$ cat config.mk
export PLATFORM = sky130hd
export DESIGN_NAME = mds_sequencer
export DESIGN_NICKNAME = d
export VERILOG_FILES = /design/src/pkg/mds_pkg.sv /design/src/rtl/mds_pin_sync.sv /design/src/rtl/mds_sequencer.sv
export SDC_FILE = /design/constraint.sdc
export NUM_CORES = 1
export LEC_CHECK = 0
export BUFFER_PORTS_ARGS = -buffer_cell sky130_fd_sc_hd__buf_2
export CAP_MARGIN = 40
export CORE_MARGIN = 3
export CORE_UTILIZATION = 39
export DETAILED_ROUTE_END_ITERATION = 8
export PLACE_DENSITY_LB_ADDON = 0.08
export SLEW_MARGIN = 25
export SYNTH_ARGS = -nofsm -noshare
export SYNTH_HDL_FRONTEND = slang
export SYNTH_SLANG_ARGS = --single-unit
$ cat constraint.sdc
create_clock -name CLOCK -period 4.4 [get_ports CLOCK]
set_clock_uncertainty 0.15 [all_clocks]
set_input_delay 0.88 -clock CLOCK [delete_from_list [all_inputs] [get_ports CLOCK]]
set_output_delay 0.88 -clock CLOCK [all_outputs]
set_load 0.01 [all_outputs]
$ cat src/pkg/mds_pkg.sv
// Constants, register map and types for the multi-device sync sequencer
package mds_pkg;
    // Register word width; registers sit in the low bits of the bus word
    localparam int REG_W = 16;
    localparam int ADR_W = 8;
    localparam int IDX_W = 6;

    // Register indices; byte address is four times the index
    localparam logic [IDX_W-1:0] IDX_MAIN = 6'h00;
    localparam logic [IDX_W-1:0] IDX_ALARM = 6'h05;
    localparam logic [IDX_W-1:0] IDX_PLL = 6'h18;
    localparam logic [IDX_W-1:0] IDX_FUSE = 6'h1b;
    localparam logic [IDX_W-1:0] IDX_INSYNC = 6'h1f;
    localparam logic [IDX_W-1:0] IDX_SRCSEL = 6'h20;

    // Reset values
    localparam logic [REG_W-1:0] MAIN_RESET = 16'h0000;
    localparam logic [REG_W-1:0] PLL_RESET = 16'h0000;
    localparam logic [REG_W-1:0] FUSE_RESET = 16'h0000;
    localparam logic [REG_W-1:0] INSYNC_RESET = 16'h0000;
    localparam logic [REG_W-1:0] SRCSEL_RESET = 16'h0000;
    localparam logic [REG_W-1:0] ALARM_RESET = 16'h0000;

    // Field positions
    localparam int MAIN_DIVSYNC_EN_BIT = 2;
    localparam int PLL_NDIVSYNC_EN_BIT = 11;
    localparam int PLL_ENABLE_BIT = 14;
    localparam int FUSE_SLEEP_BIT = 11;
    localparam int INSYNC_SEL_LSB = 2;
    localparam int SRC_FIFOIN_LSB = 12;
    localparam int SRC_FIFOOUT_LSB = 8;
    localparam int SRC_DIVSEL_BIT = 0;
    localparam int SEL_W = 4;

    // FIFO input pointer sync source mask bits
    localparam int FIN_INSYNC_BIT = 0;
    localparam int FIN_RSTROBE_BIT = 1;
    // FIFO output pointer sync source mask bits
    localparam int FOUT_HANDOFF_BIT = 0;
    localparam int FOUT_RSTROBE_BIT = 1;

    // Alarm status bits, sticky, write one to clear
    localparam int ALM_COLLISION_BIT = 0;
    localparam int ALM_WR_SYNC_BIT = 1;
    localparam int ALM_RD_SYNC_BIT = 2;
    localparam int ALM_DIV_SYNC_BIT = 3;
    localparam int ALM_NDIV_SYNC_BIT = 4;

    // Pointer, divider and N-divider geometry
    localparam int PTR_W = 3;
    localparam logic [PTR_W-1:0] PTR_ZERO = 3'h0;
    localparam logic [PTR_W-1:0] FIFO_OFFSET = 3'h4;
    localparam logic [PTR_W-1:0] PTR_STEP = 3'h1;
    localparam int DIV_W = 2;
    localparam logic [DIV_W-1:0] DIV_ZERO = 2'h0;
    localparam logic [DIV_W-1:0] DIV_STEP = 2'h1;
    localparam int NDIV_W = 4;
    localparam logic [NDIV_W-1:0] NDIV_ZERO = 4'h0;
    localparam logic [NDIV_W-1:0] NDIV_STEP = 4'h1;
    localparam logic [NDIV_W-1:0] NDIV_LAST = 4'hf;

    // Number of external pins passed through the synchroniser
    localparam int PIN_N = 3;
    localparam int PIN_RSTROBE = 0;
    localparam int PIN_WSTROBE = 1;
    localparam int PIN_AUX = 2;

    typedef enum logic [1:0]
    {
        INSEL_WSTROBE = 2'b00,
        INSEL_AUX = 2'b01,
        INSEL_EITHER = 2'b10,
        INSEL_NONE = 2'b11
    } mds_insel_t;

    typedef enum logic
    {
        BUS_IDLE = 1'b0,
        BUS_ACK = 1'b1
    } mds_bus_t;
endpackage

$ cat src/rtl/mds_pin_sync.sv
// Two-flop synchroniser with rising-edge detection for pin inputs
`timescale 1ns/1ps
module mds_pin_sync
    import mds_pkg::*;
#(
    parameter int W = 1
)
(
    input wire logic clock,
    input wire logic reset,
    input wire logic [W-1:0] pin,
    output logic [W-1:0] level,
    output logic [W-1:0] rise
);
    typedef struct packed
    {
        logic [W-1:0] meta;
        logic [W-1:0] stable;
        logic [W-1:0] last;
    } mds_sync_state_t;

    mds_sync_state_t state;
    mds_sync_state_t next_state;

    always_comb
    begin
        next_state = state;
        next_state.meta = pin;
        // First stage is read only by the second stage
        next_state.stable = state.meta;
        next_state.last = state.stable;
    end

    always_ff @(posedge clock or posedge reset)
    begin
        if (reset)
        begin
            state <= '0;
        end
        else
        begin
            state <= next_state;
        end
    end

    assign level = state.stable;
    assign rise = state.stable & ~state.last;
endmodule

$ cat src/rtl/mds_sequencer.sv
// Multi-device sync sequencer: FIFO pointer, divider and N-divider alignment
`timescale 1ns/1ps
module mds_sequencer
    import mds_pkg::*;
(
    input wire logic CLOCK,
    input wire logic RESET,
    input wire logic WB_CYC_I,
    input wire logic WB_STB_I,
    input wire logic WB_WE_I,
    input wire logic [ADR_W-1:0] WB_ADR_I,
    input wire logic [3:0] WB_SEL_I,
    input wire logic [31:0] WB_DAT_I,
    output logic [31:0] WB_DAT_O,
    output logic WB_ACK_O,
    input wire logic READ_SIDE_STROBE,
    input wire logic WRITE_SIDE_STROBE,
    input wire logic AUX_SYNC,
    input wire logic TRANSMIT_ENABLE_PIN,
    output logic ALARM,
    output logic FUSE_SLEEP,
    output logic TRANSMIT_ACTIVE,
    output logic [PTR_W-1:0] WRITE_POINTER,
    output logic [PTR_W-1:0] READ_POINTER,
    output logic [DIV_W-1:0] DIVIDER_PHASE,
    output logic [NDIV_W-1:0] NDIV_PHASE
);
    typedef struct packed
    {
        mds_bus_t bus;
        logic [31:0] rdata;
        logic [REG_W-1:0] main_control_reg;
        logic [REG_W-1:0] alarm_status_reg;
        logic [REG_W-1:0] pll_control_reg;
        logic [REG_W-1:0] reference_fuse_reg;
        logic [REG_W-1:0] input_sync_reg;
        logic [REG_W-1:0] sync_source_reg;
        logic [PTR_W-1:0] wr_ptr;
        logic [PTR_W-1:0] rd_ptr;
        logic [DIV_W-1:0] div;
        logic [NDIV_W-1:0] ndiv;
        logic handoff_meta;
        logic handoff_stable;
        logic alarm;
        logic tx_active;
    } mds_state_t;

    mds_state_t state;
    mds_state_t next_state;

    logic [PIN_N-1:0] pin_rise;
    logic transmit_enable_pin_meta;
    logic transmit_enable_pin_stable;

    // Merge a 16-bit register with the low byte lanes of a bus write
    function automatic logic [REG_W-1:0] lane_merge(
        input logic [REG_W-1:0] old_value,
        input logic [31:0] data,
        input logic [3:0] sel
    );
        logic [REG_W-1:0] merged;
        merged = old_value;
        if (sel[0])
        begin
            merged[7:0] = data[7:0];
        end
        if (sel[1])
        begin
            merged[15:8] = data[15:8];
        end
        return merged;
    endfunction

    function automatic logic [PTR_W-1:0] ptr_inc(input logic [PTR_W-1:0] p);
        return p + PTR_STEP;
    endfunction

    mds_pin_sync #(
        .W(PIN_N)
    ) u_pin_sync (
        .clock(CLOCK),
        .reset(RESET),
        .pin({AUX_SYNC, WRITE_SIDE_STROBE, READ_SIDE_STROBE}),
        .level(),
        .rise(pin_rise)
    );

    // Transmit enable is a plain level, only synchronised
    always_ff @(posedge CLOCK or posedge RESET)
    begin
        if (RESET)
        begin
            transmit_enable_pin_meta <= 1'b0;
            transmit_enable_pin_stable <= 1'b0;
        end
        else
        begin
            transmit_enable_pin_meta <= TRANSMIT_ENABLE_PIN;
            transmit_enable_pin_stable <= transmit_enable_pin_meta;
        end
    end

    // Decoded controls
    logic pll_enable;
    logic ndiv_sync_en;
    logic div_sync_en;
    logic div_sel_rstrobe;
    logic [SEL_W-1:0] fifoin_sel;
    logic [SEL_W-1:0] fifoout_sel;
    mds_insel_t insync_sel;
    logic in_sync;
    logic rd_strobe;
    logic ndiv_wrap;
    logic wr_reset;
    logic rd_reset;
    logic div_reset;
    logic ndiv_reset;
    logic collision;
    logic bus_req;
    logic bus_write;
    logic [IDX_W-1:0] bus_idx;

    always_comb
    begin
        pll_enable = state.pll_control_reg[PLL_ENABLE_BIT];
        ndiv_sync_en = state.pll_control_reg[PLL_NDIVSYNC_EN_BIT];
        div_sync_en = state.main_control_reg[MAIN_DIVSYNC_EN_BIT];
        div_sel_rstrobe = state.sync_source_reg[SRC_DIVSEL_BIT];
        fifoin_sel = state.sync_source_reg[SRC_FIFOIN_LSB +: SEL_W];
        fifoout_sel = state.sync_source_reg[SRC_FIFOOUT_LSB +: SEL_W];
        insync_sel = mds_insel_t'(state.input_sync_reg[INSYNC_SEL_LSB +: 2]);

        // FIFO input sync event: write strobe, aux sync or both
        case (insync_sel)
            INSEL_WSTROBE: in_sync = pin_rise[PIN_WSTROBE];
            INSEL_AUX: in_sync = pin_rise[PIN_AUX];
            INSEL_EITHER: in_sync = pin_rise[PIN_WSTROBE] | pin_rise[PIN_AUX];
            default: in_sync = 1'b0;
        endcase

        // N-divider wrap acts as internal read strobe with the PLL on
        ndiv_wrap = (state.ndiv == NDIV_LAST);
        // Both strobe paths sampled on the conversion clock
        rd_strobe = pll_enable ? ndiv_wrap : pin_rise[PIN_RSTROBE];

        // Aux sync edges reach the N divider only while enabled
        ndiv_reset = pll_enable & ndiv_sync_en & pin_rise[PIN_AUX];

        wr_reset = (fifoin_sel[FIN_INSYNC_BIT] & in_sync)
            | (fifoin_sel[FIN_RSTROBE_BIT] & rd_strobe);

        // Dual mode follows the strobe; single mode the resampled write reset
        rd_reset = (fifoout_sel[FOUT_RSTROBE_BIT] & rd_strobe)
            | (fifoout_sel[FOUT_HANDOFF_BIT] & state.handoff_stable);

        // Divider sync is gated by its enable; periodic strobes just realign
        div_reset = div_sync_en & (div_sel_rstrobe ? rd_strobe : in_sync);

        collision = (state.wr_ptr == state.rd_ptr);

        bus_req = WB_CYC_I & WB_STB_I;
        bus_write = bus_req & WB_WE_I & (state.bus == BUS_ACK);
        bus_idx = WB_ADR_I[ADR_W-1:2];
    end

    always_comb
    begin
        next_state = state;

        // Classic Wishbone: one wait state, write lands on the ack edge
        case (state.bus)
            BUS_IDLE:
            begin
                if (bus_req)
                begin
                    next_state.bus = BUS_ACK;
                    next_state.rdata = '0;
                    case (bus_idx)
                        IDX_MAIN: next_state.rdata[REG_W-1:0] = state.main_control_reg;
                        IDX_ALARM: next_state.rdata[REG_W-1:0] = state.alarm_status_reg;
                        IDX_PLL: next_state.rdata[REG_W-1:0] = state.pll_control_reg;
                        IDX_FUSE: next_state.rdata[REG_W-1:0] = state.reference_fuse_reg;
                        IDX_INSYNC: next_state.rdata[REG_W-1:0] = state.input_sync_reg;
                        IDX_SRCSEL: next_state.rdata[REG_W-1:0] = state.sync_source_reg;
                        default: next_state.rdata = '0;
                    endcase
                end
            end
            BUS_ACK:
            begin
                next_state.bus = BUS_IDLE;
            end
            default:
            begin
                next_state.bus = BUS_IDLE;
            end
        endcase

        if (bus_write)
        begin
            case (bus_idx)
                IDX_MAIN:
                begin
                    next_state.main_control_reg =
                        lane_merge(state.main_control_reg, WB_DAT_I, WB_SEL_I);
                end
                IDX_ALARM:
                begin
                    // Write one to clear; the set below overrides
                    next_state.alarm_status_reg = state.alarm_status_reg
                        & ~lane_merge(16'h0000, WB_DAT_I, WB_SEL_I);
                end
                IDX_PLL:
                begin
                    next_state.pll_control_reg =
                        lane_merge(state.pll_control_reg, WB_DAT_I, WB_SEL_I);
                end
                IDX_FUSE:
                begin
                    next_state.reference_fuse_reg =
                        lane_merge(state.reference_fuse_reg, WB_DAT_I, WB_SEL_I);
                end
                IDX_INSYNC:
                begin
                    next_state.input_sync_reg =
                        lane_merge(state.input_sync_reg, WB_DAT_I, WB_SEL_I);
                end
                IDX_SRCSEL:
                begin
                    next_state.sync_source_reg =
                        lane_merge(state.sync_source_reg, WB_DAT_I, WB_SEL_I);
                end
                default:
                begin
                    next_state.rdata = state.rdata;
                end
            endcase
        end

        // Write-pointer reset handed to the read side through two stages
        next_state.handoff_meta = wr_reset & fifoout_sel[FOUT_HANDOFF_BIT];
        next_state.handoff_stable = state.handoff_meta;

        // Pointers free-run; counting needs no clock other than this one
        if (wr_reset)
        begin
            next_state.wr_ptr = PTR_ZERO;
        end
        else
        begin
            next_state.wr_ptr = ptr_inc(state.wr_ptr);
        end

        if (rd_reset)
        begin
            // Read pointer trails write pointer by the FIFO offset
            next_state.rd_ptr = PTR_ZERO - FIFO_OFFSET;
        end
        else
        begin
            next_state.rd_ptr = ptr_inc(state.rd_ptr);
        end

        if (div_reset)
        begin
            next_state.div = DIV_ZERO;
        end
        else
        begin
            next_state.div = state.div + DIV_STEP;
        end

        // N divider needs no relation to the write strobe or data clock
        if (ndiv_reset || !pll_enable)
        begin
            next_state.ndiv = NDIV_ZERO;
        end
        else
        begin
            next_state.ndiv = state.ndiv + NDIV_STEP;
        end

        // Sticky status; a hardware set wins over a same-cycle clear
        if (collision)
        begin
            next_state.alarm_status_reg[ALM_COLLISION_BIT] = 1'b1;
        end
        if (wr_reset)
        begin
            next_state.alarm_status_reg[ALM_WR_SYNC_BIT] = 1'b1;
        end
        if (rd_reset)
        begin
            next_state.alarm_status_reg[ALM_RD_SYNC_BIT] = 1'b1;
        end
        if (div_reset)
        begin
            next_state.alarm_status_reg[ALM_DIV_SYNC_BIT] = 1'b1;
        end
        if (ndiv_reset)
        begin
            next_state.alarm_status_reg[ALM_NDIV_SYNC_BIT] = 1'b1;
        end

        // Alarm pin mirrors the sticky collision bit
        next_state.alarm = next_state.alarm_status_reg[ALM_COLLISION_BIT];

        // Transmit stays off while a collision is pending, forcing resync
        next_state.tx_active = transmit_enable_pin_stable
            & ~next_state.alarm_status_reg[ALM_COLLISION_BIT];
    end

    always_ff @(posedge CLOCK or posedge RESET)
    begin
        if (RESET)
        begin
            state.bus <= BUS_IDLE;
            state.rdata <= '0;
            state.main_control_reg <= MAIN_RESET;
            state.alarm_status_reg <= ALARM_RESET;
            state.pll_control_reg <= PLL_RESET;
            state.reference_fuse_reg <= FUSE_RESET;
            state.input_sync_reg <= INSYNC_RESET;
            state.sync_source_reg <= SRCSEL_RESET;
            state.wr_ptr <= PTR_ZERO;
            state.rd_ptr <= PTR_ZERO;
            state.div <= DIV_ZERO;
            state.ndiv <= NDIV_ZERO;
            state.handoff_meta <= 1'b0;
            state.handoff_stable <= 1'b0;
            state.alarm <= 1'b0;
            state.tx_active <= 1'b0;
        end
        else
        begin
            state <= next_state;
        end
    end

    assign WB_ACK_O = (state.bus == BUS_ACK);
    assign WB_DAT_O = state.rdata;
    assign ALARM = state.alarm;
    assign FUSE_SLEEP = state.reference_fuse_reg[FUSE_SLEEP_BIT];
    assign TRANSMIT_ACTIVE = state.tx_active;
    assign WRITE_POINTER = state.wr_ptr;
    assign READ_POINTER = state.rd_ptr;
    assign DIVIDER_PHASE = state.div;
    assign NDIV_PHASE = state.ndiv;
endmodule

==> results.toml <==
[detailed_routing]
viasPerCell = 5.10
route.met3.wl_um = 590
wl_met1_um = 6470
first_pass_iters = 4
wl_per_cell_um = 19.0
drc = 0
initialDrtViolationCount = 227
vias = 3807
top_layer = "met5"
final_antenna_net_count = 0
wl_met2_um = 6960
routed_wl_um = 14200

[setup_path]
reg2reg_slack_ns = 2.25
crit_start = "WB_ADR_I[7]"
start_kind = "primary input"
cp_slowest_cell = "or2_2"
reg2regPathDepth = 4
r2r-start = "WB_ACK_O"
path_cells = "buf_2 > or2_2 > nor4_4 > buf_4 > nand2_1 > mux2_1"
crit_required_ns = 4.55
worst_setup_path_end_kind = "register"
timing.rr.end = "state[37]"
crit_type = "in2reg"
max_stage_delay_ns = 0.45
endpoint = "state[67]"
crit_arrival_ns = 2.94
cp_max_fo = 22

[floorplanning]
dieArea_mm2 = 0.0175
rows = 45
dieHeight_um = 132
top_level_ports = 101
chipWidth_um = 132
core-area_mm2 = 0.0154
start_util_pct = 40.3

[clocking]
clk_latency_ns = 0.41
cts_root_buf = "clkbuf_16"
ctsResizeCount = 0
clock-sinks = 139
clockBufferDepth = 2
cts-buffers-inserted = 17
clk_pin_slew_ns = 0.06
post_cts_buffers = 0
cts_htree_levels = 4
cts_tree = "done"
postCtsHoldBufs = 0

[global_routing]
antenna_found_initial = 1
grt-ovfl-total = 0
grt_use_total_pct = 16.8
first_global_vias = 4156
grt_pass1_wl_um = 22700
grt_max_degree = 94

[timing]
tns_ns = 0
fmax_mhz = 357
slew_headroom_pct = 43.8
rsz0062_at_grt = "false"
hold_viol_final = 0
finalCriticalPeriod_ns = 2.80
min_period_over_period_pct = 63.6
tightestPinTransition_ns = 0.837
drv_slew = 0
finalSetupViolCount = 0

[power]
power_density_mw_per_mm2 = 451
power_leakage_uw = 0.00351
ir_drop_uv = 353

[flow_run]
max-cap-violations = 0

[synth]
ys_ff_latch = 139
synth.distinct_cells = 46
yosysSeqAreaShare_pct = 55.9
synth_edf_count = 0
ys.flop_type = "dfrtp_1"
ys_warn_count = 0
avgSynthCellArea_um2 = 13.1
syn_inst = 474
async_flop_share_pct = 100
post_synth_instance_area_mm2 = 0.00622

[status]
status = "finished, final reports clean"

[place]
portBuffers = 64
placed_cells = 714
gp_congestion = 0.718
dp_hpwl_um = 8970

[layout]
fin_cells = 746
diodes = 0
final_nets = 578
syn_to_final_growth_pct = 16.4
drive_above_1_share_pct = 42.8

[worst_hold_path]
hold_path.class = "in2async"
-- power breakdown --
part / switching [uW] / internal (uW) / leakage [uW]
clock network: 534 / 1090 / 0.000322
registers: 40.6 / 1340 / 0.00186
logic: 152 / 113 / 0.00134
-- worst min-delay path by stage --
stage,from,endpoint,slack (ns),cells after the start
floorplan,next_state[2],state[2],0.18,0
global placement,u_pin_sync.next_state[3],u_pin_sync.level[0],0.18,0
detailed placement,u_pin_sync.next_state[3],u_pin_sync.level[0],0.18,0
CTS,RESET,state[60],0.19,2
global route,RESET,WB_DAT_O[12],0.19,2
finish,RESET,state[60],0.20,2
-- synthesized netlist by cell type, drive strengths merged, types with 2 or more instances --
library cell	n	share of area (%)
ha	3	0.60
dfrtp	139	56
a22oi	33	4.0
nand2	14	0.84
and2	3	0.30
nor4	4	0.89
and3	3	0.30
nand3	4	0.48
a31oi	16	1.6
nor3	3	0.50
buf	50	5.7
a22o	2	0.28
nor4bb	2	0.32
inv	6	0.36
nand4	2	0.20
or3	3	0.46
xnor2	7	0.99
nand3b	2	0.24
mux2	112	20
a21o	3	0.36
a21boi	11	1.3
nor2	28	1.7
clkbuf	10	0.60
-- critical path, delay by kind of cell --
kind                   cells  cell delay [ns]
multiplexers               1             0.42
buffers and inverters      2             0.66
AND/OR/NAND/NOR            3             0.97
-- kinds of logic after synthesis --
group | Yosys count | share of synthesized area [%]
DFF | 139 | 55.9
and+or+nand+nor | 75 | 7.10
xor gates and xnor gates | 8 | 1.13
buffers and inverters | 66 | 6.70
AOI/OAI and AO/OA | 70 | 8.21
adders and majority gates | 3 | 0.604
other | 1 | 0.0603
muxes | 112 | 20.3
-- placed cells by master (no fill, tap or decap), types with 2 or more instances in the layout --
cell,Yosys,routed
nand4_1,2,2
nor4bb_1,2,2
or3_4,2,2
a31oi_1,16,16
dfrtp_1,139,139
nor4_4,2,2
mux2_2,111,111
conb_1,1,16
clkinvlp_4,0,4
nand3_2,2,2
buf_2,3,64
nand2_1,14,14
bufinv_16,0,6
a22oi_1,33,33
clkbuf_16,0,17
buf_4,44,9
inv_1,6,5
a21o_1,3,3
nor2_1,28,27
a21boi_0,11,11
clkinv_2,0,3
and2_1,2,2
a22o_1,2,2
and3_1,3,3
nand3b_1,2,2
ha_1,3,3
xnor2_1,7,7
clkbuf_8,0,2
nand3_1,2,2
-- state kept, by name (all words and copies together) (netlist names) --
register,cells
TRANSMIT_ACTIVE,1
next_state,1
fifoin_sel,4
div_sync_en,1
ndiv_sync_en,1
insync_sel,2
transmit_enable_pin_meta,1
NDIV_PHASE,4
div_sel_rstrobe,1
fifoout_sel,4
transmit_enable_pin_stable,1
u_pin_sync.state,3
WRITE_POINTER,3
u_pin_sync.level,3
WB_ACK_O,1
DIVIDER_PHASE,2
state,82
u_pin_sync.next_state,3
FUSE_SLEEP,1
pll_enable,1
READ_POINTER,3
WB_DAT_O,16
-- per-layer routing --
layer / global-route usage, % / vias up
met2: 28.0 / 80
li1: - / 1748
met4: 5.20 / 2
met1: 21.9 / 1964
met5: 0 / -
met3: 3.89 / 13
-- layout make-up --
type	count	area, um^2
timing repair buffer	74	408
clock inverter	12	218
sequential	139	3480
multi-input combinational	284	2390
clock buffer	20	457
inverter	6	26.3
tap	211	264
fill	1449	8190
-- stage by stage --
step,total power (uW),instance area (um^2),util [%],worst slack [ns],hold slack (ns)
floorplan,1630,6280,-,1.63,0.181
global placement,1660,6560,42.5,1.17,0.185
detailed placement,1670,6570,42.6,1.15,0.185
CTS,3310,7240,46.9,1.59,0.185
global route,3400,7240,46.9,1.49,0.195
finish,3270,7240,46.9,1.60,0.197
Power figures use the tool's default switching activity.
